===== src/hdl/rwdt_pkg.sv =====
// Constants shared by the runaway watchdog: register map, field layout,
// reset values, command codes and timing counts.
// Assumes a byte-addressed register port with 8-bit data.
package rwdt_pkg;
   localparam logic [31:0] MODE_ADDR = 32'h4004_0000;
   localparam logic [31:0] CMD_ADDR = 32'h4004_0004;
   localparam int ENABLE_BIT = 7;
   localparam int SEL_HI = 6;
   localparam int SEL_LO = 4;
   localparam int IDLE_RUN_BIT = 2;
   localparam int RESET_CONNECT_BIT = 1;
   localparam int STATUS_BIT = 0;
   localparam logic [2:0] SEL_RESET = 3'h0;
   localparam logic ENABLE_RESET = 1'b1;
   localparam logic RESET_CONNECT_RESET = 1'b1;
   localparam logic IDLE_RUN_RESET = 1'b0;
   localparam logic [2:0] SEL_MAX = 3'h5;
   localparam int TAP_COUNT = 6;
   localparam int TAP_BASE_DEFAULT = 16;
   localparam logic [7:0] CODE_DISABLE = 8'hB1;
   localparam logic [7:0] CODE_CLEAR = 8'h4E;
   localparam int RESET_HOLD_STATES = 32;
   localparam logic [5:0] RESET_HOLD_COUNT = 6'(RESET_HOLD_STATES);
endpackage


===== src/hdl/rwdt_counter.sv =====
// Binary counter of the runaway watchdog with selectable overflow tap.
// Assumes clear, advance and tap select are synchronous to clk.
`timescale 1ns/10ps
module rwdt_counter #(
   parameter int TAP_BASE = rwdt_pkg::TAP_BASE_DEFAULT
) (
   input wire logic clk,
   input wire logic rst_b,
   input wire logic clear,
   input wire logic advance,
   input wire logic [2:0] tap_sel,
   output logic overflow,
   output logic [TAP_BASE+9:0] count
);
   import rwdt_pkg::*;
   logic [TAP_COUNT-1:0] tap_hit;

   // Tap k is reached when the low TAP_BASE+2k bits are all ones
   genvar k;
   generate
      for (k = 0; k < TAP_COUNT; k++) begin : g_tap
         assign tap_hit[k] = &count[TAP_BASE+2*k-1:0];
      end
   endgenerate

   // Unused codes above the last tap fall back to the longest interval
   always_comb begin
      if (tap_sel > SEL_MAX) begin
         overflow = advance && tap_hit[TAP_COUNT-1];
      end else begin
         overflow = advance && tap_hit[tap_sel];
      end
   end

   always_ff @(posedge clk or negedge rst_b) begin
      if (!rst_b) begin
         count <= '0;
      end else if (clear || overflow) begin
         count <= '0;
      end else if (advance) begin
         count <= count + 1'b1;
      end
   end
endmodule


===== src/hdl/rwdt_top.sv =====
// Runaway watchdog: mode and command registers, counter control, interrupt,
// runaway pin and chip reset request.
// Assumes a single-cycle strobe register port and synchronous mode inputs.
`timescale 1ns/10ps
module rwdt_top #(
   parameter int TAP_BASE = rwdt_pkg::TAP_BASE_DEFAULT
) (
   input wire logic CORE_CLK,
   input wire logic RST_B,
   input wire logic [31:0] ADDR,
   input wire logic [7:0] WDATA,
   input wire logic WR_STB,
   input wire logic RD_STB,
   output logic [7:0] RDATA,
   input wire logic STOP_MODE,
   input wire logic IDLE_MODE,
   input wire logic DEBUG_MODE,
   output logic RUNAWAY_NMI,
   output logic RUNAWAY_OUT_PIN_B,
   output logic CHIP_RESET_REQ
);
   import rwdt_pkg::*;

   logic [2:0] detect_time_sel;
   logic timer_enable_bit;
   logic idle_run_select;
   logic overflow_reset_connect;
   logic running;
   logic mode_wr;
   logic mode_rd;
   logic cmd_wr;
   logic clear_cmd;
   logic disable_cmd;
   logic advance;
   logic counter_clear;
   logic overflow;
   logic [TAP_BASE+9:0] count;
   logic [5:0] hold_cnt;
   logic [5:0] next_hold;
   logic after_reset;

   assign mode_wr = WR_STB && (ADDR == MODE_ADDR);
   assign mode_rd = RD_STB && (ADDR == MODE_ADDR);
   assign cmd_wr = WR_STB && (ADDR == CMD_ADDR);
   assign clear_cmd = cmd_wr && (WDATA == CODE_CLEAR);
   assign disable_cmd = cmd_wr && (WDATA == CODE_DISABLE);

   // Mode register fields
   always_ff @(posedge CORE_CLK or negedge RST_B) begin
      if (!RST_B) begin
         detect_time_sel <= SEL_RESET;
         timer_enable_bit <= ENABLE_RESET;
         idle_run_select <= IDLE_RUN_RESET;
         overflow_reset_connect <= RESET_CONNECT_RESET;
      end else if (mode_wr) begin
         detect_time_sel <= WDATA[SEL_HI:SEL_LO];
         timer_enable_bit <= WDATA[ENABLE_BIT];
         idle_run_select <= WDATA[IDLE_RUN_BIT];
         overflow_reset_connect <= WDATA[RESET_CONNECT_BIT];
      end
   end

   // Run state: the two-step disable guards against a runaway stopping the timer
   always_ff @(posedge CORE_CLK or negedge RST_B) begin
      if (!RST_B) begin
         running <= 1'b1;
      end else if (mode_wr && WDATA[ENABLE_BIT]) begin
         running <= 1'b1;
      end else if (disable_cmd && !timer_enable_bit) begin
         running <= 1'b0;
      end
   end

   // Bus release is not an input: counting ignores it entirely
   assign advance = running && !STOP_MODE && !DEBUG_MODE
                    && !(IDLE_MODE && !idle_run_select);
   assign counter_clear = clear_cmd || disable_cmd || STOP_MODE;

   rwdt_counter #(
      .TAP_BASE(TAP_BASE)
   ) u_counter (
      .clk(CORE_CLK),
      .rst_b(RST_B),
      .clear(counter_clear),
      .advance(advance),
      .tap_sel(detect_time_sel),
      .overflow(overflow),
      .count(count)
   );

   // Interrupt is a one-cycle pulse per overflow
   always_ff @(posedge CORE_CLK or negedge RST_B) begin
      if (!RST_B) begin
         RUNAWAY_NMI <= 1'b0;
      end else begin
         RUNAWAY_NMI <= overflow;
      end
   end

   // Overflow wins over a clear written in the same cycle
   always_ff @(posedge CORE_CLK or negedge RST_B) begin
      if (!RST_B) begin
         RUNAWAY_OUT_PIN_B <= 1'b1;
      end else if (overflow) begin
         RUNAWAY_OUT_PIN_B <= 1'b0;
      end else if (clear_cmd) begin
         RUNAWAY_OUT_PIN_B <= 1'b1;
      end
   end

   // Reset hold is counted on the core clock; the gear is assumed undivided
   always_comb begin
      next_hold = hold_cnt;
      if (overflow && overflow_reset_connect) begin
         next_hold = RESET_HOLD_COUNT;
      end else if (hold_cnt != 6'h00) begin
         next_hold = hold_cnt - 6'h01;
      end
   end

   always_ff @(posedge CORE_CLK or negedge RST_B) begin
      if (!RST_B) begin
         hold_cnt <= 6'h00;
         CHIP_RESET_REQ <= 1'b0;
      end else begin
         hold_cnt <= next_hold;
         CHIP_RESET_REQ <= (next_hold != 6'h00);
      end
   end

   // Read data stand for one cycle only; command and unmapped read zero
   always_ff @(posedge CORE_CLK or negedge RST_B) begin
      if (!RST_B) begin
         RDATA <= 8'h00;
      end else if (mode_rd) begin
         RDATA <= 8'h00;
         RDATA[ENABLE_BIT] <= timer_enable_bit;
         RDATA[SEL_HI:SEL_LO] <= detect_time_sel;
         RDATA[IDLE_RUN_BIT] <= idle_run_select;
         RDATA[RESET_CONNECT_BIT] <= overflow_reset_connect;
         RDATA[STATUS_BIT] <= running;
      end else begin
         RDATA <= 8'h00;
      end
   end

   always_ff @(posedge CORE_CLK or negedge RST_B) begin
      if (!RST_B) begin
         after_reset <= 1'b1;
      end else begin
         after_reset <= 1'b0;
      end
   end
endmodule


===== config.mk =====
export PLATFORM = sky130hd
export DESIGN_NAME = rwdt_top
export DESIGN_NICKNAME = d
export VERILOG_FILES = /design/src/hdl/rwdt_pkg.sv /design/src/hdl/rwdt_counter.sv /design/src/hdl/rwdt_top.sv
export SDC_FILE = /design/constraint.sdc
export NUM_CORES = 1
export LEC_CHECK = 0
export BUFFER_PORTS_ARGS = -buffer_cell sky130_fd_sc_hd__buf_2
export CORE_ASPECT_RATIO = 0.5
export CORE_MARGIN = 8
export CORE_UTILIZATION = 40
export DETAILED_ROUTE_END_ITERATION = 6
export GPL_ROUTABILITY_DRIVEN = 1
export PLACE_DENSITY = 0.6
export SYNTH_ARGS = -nofsm -noshare
export SYNTH_HDL_FRONTEND = slang
export SYNTH_SLANG_ARGS = --single-unit

===== constraint.sdc =====
create_clock -name CORE_CLK -period 4.8 [get_ports CORE_CLK]
set_input_delay 1.44 -clock CORE_CLK [delete_from_list [all_inputs] [get_ports CORE_CLK]]
set_output_delay 1.44 -clock CORE_CLK [all_outputs]
set_load 0.1 [all_outputs]

## Word level (Yosys, flattened, before mapping)

Index checks and enable logic that the tools add are counted.

| word-level totals | value |
|---|---|
| register bits after elaboration | 50 |
| input bits | 47 |
| output and inout port bits | 11 |
| logic and storage cells | 64 |

| operators by class | value |
|---|---|
| add/subtract/negate cells | 2 |
| order comparisons | 2 |
| equal/unequal tests | 4 |
| multiplexer cells | 12 |
| reduce and logical (&&, ||, !) cells | 33 |

Operators with widths:

| cell | count |
|---|---|
| 32-bit by 31-bit equality test with 1-bit output (second input constant) | 2 |
| 26-bit 2-to-1 mux | 2 |
| 26-bit by 1-bit adder with 26-bit output (second input constant) | 1 |
| 26-bit AND reduction | 1 |
| 24-bit AND reduction | 1 |
| 22-bit AND reduction | 1 |
| 20-bit AND reduction | 1 |
| 18-bit AND reduction | 1 |
| 16-bit AND reduction | 1 |
| 1-bit logical AND | 14 |
| 6-bit 2-to-1 mux | 2 |
| 6-bit nonzero test | 2 |
| 8-bit by 7-bit equality test with 1-bit output (second input constant) | 1 |
| 8-bit equality test (second input constant) | 1 |
| 8-bit 2-to-1 mux | 1 |
| 1-bit 2-to-1 mux | 6 |
| 2-bit nonzero test | 3 |
| 6-bit by 1-bit subtractor with 6-bit output (second input constant) | 1 |
| 1-bit logical NOT | 5 |
| 3-bit by 4-bit < comparator with 1-bit output (second input constant) | 1 |
| 1-bit binary-select mux with 3-bit select | 1 |
| 3-bit greater-than comparator (second input constant) | 1 |
| 1-bit logical OR | 3 |

## Logic depth before layout (Yosys ltp)

| logic depth | value |
|---|---|
| word-level depth | 9 |
| gate-level depth with buffers | 9 |
| depth with buffers taken out | 7 |

## Modules after synthesis

From an unflattened synthesis, not the netlist that was laid out.

| unflattened totals | value |
|---|---|
| cells, all modules | 245 |
| area, all modules | 2513.7 um2 |

Modules (own cells, without submodules):

| module | instances | cells an instance | area an instance (um2) | sequential area each (um2) |
|---|---|---|---|---|
| rwdt_counter | 1 | 142 | 1396.3 | 650.6 |
| rwdt_top | 1 | 103 | 1117.3 | 580.6 |

## Least setup slack after synthesis

OpenSTA, ideal clock, no wires.

| timing | value |
|---|---|
| path type | input to register |
| from | in WDATA[4] |
| to | reg u_counter.count[25] |
| library setup time | 119 ps |
| arrival time | 3073 ps |
| data required time | 4681 ps |
| slack | 1608 ps |
| stages on the path | 7 |
| buffers on the path | 1 |
| cell sequence | nor4b_2 -> nand4_1 -> a2111oi_4 -> nor2_1 -> nand2_1 -> clkbuf_1 -> o21ba_2 |

| between the ends | value |
|---|---|
| word-level cells in the longest chain between the ends | 6 |
| elaborated cells on any way between the ends | 9 |
| those cells by class | eq/ne (2); mux (1); reduce/logical (6) |

RTL lines:

| element | line | text |
|---|---|---|
| from (decl) | rwdt_top.sv:11 | `input wire logic [7:0] WDATA,` |
| 8-bit by 7-bit equality test with 1-bit output or 8-bit equality test (tied branches) | rwdt_top.sv:45, rwdt_top.sv:46 |  |
| 1-bit logical AND (on tied branches) | rwdt_top.sv:45, rwdt_top.sv:46 |  |
| 1-bit logical OR (*) (2 in series) | rwdt_top.sv:77 | `assign counter_clear = clear_cmd \|\| disable_cmd \|\| STOP_MODE;` |
| 1-bit logical OR (*) | rwdt_counter.sv:38 | `end else if (clear \|\| overflow) begin` |
| 26-bit 2-to-1 mux or 2-bit nonzero test (tied branches) | -- |  |
| to (signal assigned) | rwdt_counter.sv:41 | `count <= count + 1'b1;` |
| to (decl) | rwdt_counter.sv:13 | `output logic [TAP_BASE+9:0] count` |

Every way passes the cells marked *; elsewhere a longest branch is shown, timed or not.
A chain may end at the register's enable or synchronous reset.

## Worst setup path after layout

| timing | value |
|---|---|
| from | in WDATA[4] |
| to | reg u_counter.count[16] |

Same word-level chain as after synthesis.

==> impl_metrics.csv <==
group,metric,value,unit
placement,dpl-instance-area,2959,µm²
power_and_ir_drop,powerDensity,275.7,nW/µm²
cts,cts_buffer_depth,2,
cts,cts_htree_levels,2,
critical_path,cp_num_cells,8,
synth,ys.flop_type,"dfrtp_1",
placement,hpwl,4639,µm
sta,maxSlewViolCount,0,
critical_path,crit_path_end_kind,"register",
route,drt-initial-drc-count,157,
critical_path,path_buf_inv,2,
final_layout,layout.nets,371,
cts,cts_sinks,49,
critical_path,rr_worst_depth,7,
final_layout,fin_area,3132,µm²
final_layout,fin_util,50.87,%
sta,rsz0062_at_grt,"no",
sta,whs,0.4876,ns
cts,clockRootBuffer,"clkbuf_16",
synth,synthCells,262,
critical_path,crit_end,"u_counter.count[16]",
cts,cts_made_buffers,5,
synth,synthXorXnorAreaFrac,6.117,%
sta,fin_crit,3.439,ns
global_routing,antenna_found_initial,0,
critical_path,crit_path_top_delay_cell,"nand2_1",
critical_path,critPathKind,"input port to register",
floorplanning,initial_core_util,41.87,%
synth,synth_area,2577,µm²
critical_path,crit_path_start_kind,"input port",
final_layout,fillers,579,
placement,post-place-ws,1.054,ns
cts,cts_resized,0,
final_layout,diodes,0,
final_layout,area_delta_synth_final,21.50,%
final_layout,multi_input_area,1277,µm²
synth,synth_compound_area_share,14.08,%
synth,synth_top_family_by_area,"simple AND/OR/NAND/NOR gates",
placement,io_buffers,56,
critical_path,crit_start,"WDATA[4]",
power_and_ir_drop,vdd_ir_drop_max,0.1395,mV
sta,tightest_slew,0.7788,ns
cts,cts_hold_buf,0,
global_routing,grt_pass1_vias,2295,
sta,fin_setup_tns,0,ns
placement,gp_congestion,0.8245,
synth,synthMuxAreaShare,2.136,%
global_routing,grt_usage,14.27,%
synth,ys_warn_count,0,
critical_path,critPathMaxStageDelay,0.52,ns
route,ant_nets,0,
critical_path,cp_top_family,"simple AND/OR/NAND/NOR gates",
global_routing,grt_first_pass_wirelength,10900,µm
floorplanning,rows,20,
floorplanning,die_w,129.5,µm
sta,maxSlewHeadroom,47.97,%
final_layout,drive_gt1_share,25.78,%
synth,synth-simple-area-share,25.63,%
sta,setup-violations-final,0,
floorplanning,die_h,72.76,µm
cts,post_cts_buffers,0,
synth,synth_cell_types,50,
min_path,min_path_type,"register to register",
sta,fin_crit_sh,71.65,%
floorplanning,io_pins,58,
floorplanning,die_area,9424,µm²
global_routing,grt_max_degree,50,
critical_path,worst_r2r_endpoint,"u_counter.count[16]",
critical_path,crit_chain,"buf_2 -> nor4b_2 -> nand4_1 -> a2111oi_4 -> buf_4 -> nor2_1 -> nand2_1 -> o21ba_2",
sta,fin_ws,1.361,ns
cts,clk_latency,0.28,ns
critical_path,rrSetupSlack,2.48,ns
final_layout,regArea,1231,µm²
sta,skew,0.003930,ns
power_and_ir_drop,cellLeakagePower,1.385,nW
route,drc,0,
synth,syn_area_per_cell,9.838,µm²
sta,hold_viol,0,
route,vias_per_cell,5.346,
cts,cts_tree,"yes",
synth,synthAdderAreaFrac,1.456,%
job,maxCapViolCount,0,
critical_path,crit-reg2reg-launch,"u_counter.count[0]",
route,firstDrtPassIters,4,
synth,synth_nets,312,
floorplanning,coreArea,6156,µm²
run_status,run_status,"complete, no violations",
cts,clkTransAtPathRegs,0.06,ns
synth,synth_edf_count,0,
synth,ys_seq_area_share,47.77,%
route,vias,2192,
synth,ys_seq_elements,49,
sta,max_freq,0.2908,GHz
critical_path,required,4.98,ns
synth,synthArstFlopShare,100.0,%
critical_path,cp_max_fo,21,
critical_path,worstPathArrival,3.61,ns
global_routing,gr-total-overflow,0,
route,wl,6273,µm
route,wl_per_cell,15.30,µm
## cells by family (layout without fill, tap and decap cells)
family	after synthesis	in the layout
AND/OR/NAND/NOR	120	120
AO/OA/AOI/OAI	49	49
flip-flops	49	49
XOR/XNOR	18	18
buffers and inverters	17	77
multiplexers	5	5
adder cells (fa/ha/maj)	3	3
other	1	1
## registers in the layout, summed over array words and instances (netlist names)
name and flops:
running 1, RUNAWAY_OUT_PIN_B 1, CHIP_RESET_REQ 1, u_counter.count 26
hold_cnt 6, idle_run_select 1, RDATA 7, timer_enable_bit 1
RUNAWAY_NMI 1, overflow_reset_connect 1, detect_time_sel 3
## per-stage QoR
step / power (mW) / cells
6_report: 0.8636 / 410
5_1_grt: 0.8968 / 410
4_1_cts: 0.8748 / 410
3_5_place_dp: 0.4668 / 402
3_3_place_gp: 0.4655 / 402
2_1_floorplan: 0.4355 / 262
## metal layers
layer  track usage (%)  vias to the layer above  share of wire (%)  wire (µm)
met2             21.27                       85                 44       2754
met3             3.936                        5                6.8        428
met4             3.827                        0               0.91         57
met1             19.75                     1029                 48       3033
li1                  -                     1073                  -          -
met5                 0                        -                  0          0
## layout by cell type (no fill, tap or decap), drive strengths merged, types with 5 or more instances in the layout
cell type / count
a21oi: 11
and2: 9
and3: 5
buf: 59
clkbuf: 7
dfrtp: 45
inv: 10
nand2: 17
nand3: 7
nand4: 10
nor2: 27
nor3: 10
nor4: 5
nor4b: 6
o2111ai: 7
o211ai: 6
o21ai: 9
or3: 7
xor2: 14
## where the power goes
part	internal, mW	switching [mW]	leakage [nW]	total (mW)
clock	0.260	0.145	0.0841	0.405
sequential	0.413	0.000000000682	0.651	0.413
combinational	0.0177	0.0277	0.650	0.0454
total	0.691	0.173	1.39	0.864
## worst min-delay path, delay by kind of cell, from the launching register on
family          cells  cell delay, ns
compound gates      1            0.05
simple gates        1            0.05
flops               1            0.38
## area by class of cell
type / count / area share [%]
clock buffers: 7 / 4.555
clock inverters: 1 / 0.9589
inverters: 10 / 1.199
multi-input cells: 196 / 40.79
flip-flops and latches: 49 / 39.31
well taps: 88 / 3.516
repair buffers: 59 / 9.668
## Yosys cell counts, types with 2 or more instances
| cell type | n | share of area, % |
|---|---|---|
| dfrtp_1 | 45 | 44 |
| nor2_1 | 27 | 3.9 |
| nand2_1 | 17 | 2.5 |
| xor2_1 | 14 | 4.8 |
| a21oi_1 | 11 | 2.1 |
| inv_1 | 10 | 1.5 |
| nand4_1 | 10 | 2.4 |
| and2_1 | 9 | 2.2 |
| nor3_1 | 9 | 1.7 |
| nand3_1 | 7 | 1.4 |
| o21ai_0 | 7 | 1.4 |
| or3_1 | 7 | 1.7 |
| o2111ai_1 | 6 | 2.0 |
| o211ai_1 | 6 | 1.7 |
| and3_1 | 5 | 1.2 |
| nor4_1 | 5 | 1.2 |
| nor4b_1 | 5 | 1.7 |
| clkbuf_1 | 4 | 0.58 |
| dfstp_2 | 4 | 4.1 |
| mux2_2 | 4 | 1.7 |
| nand2b_1 | 4 | 0.97 |
| nor2b_1 | 4 | 0.97 |
| xnor2_1 | 4 | 1.4 |
| and4_1 | 3 | 1.0 |
| ha_1 | 3 | 1.5 |
| a31oi_1 | 2 | 0.49 |
| o21a_1 | 2 | 0.58 |
| o21ba_2 | 2 | 0.78 |
| o311ai_0 | 2 | 0.68 |
| o31ai_1 | 2 | 0.58 |
| o41ai_1 | 2 | 0.68 |
| or2_2 | 2 | 0.49 |
## how the worst min path moves through the flow
stage | startpoint | endpoint | cells past startpoint
after floorplan | running | running | 2
after global placement | idle_run_select | RDATA[2] | 1
after detailed placement | running | running | 2
after CTS | running | running | 2
after global routing | running | running | 2
final | running | running | 2
Note: power is estimated with default switching activity, not from simulation.
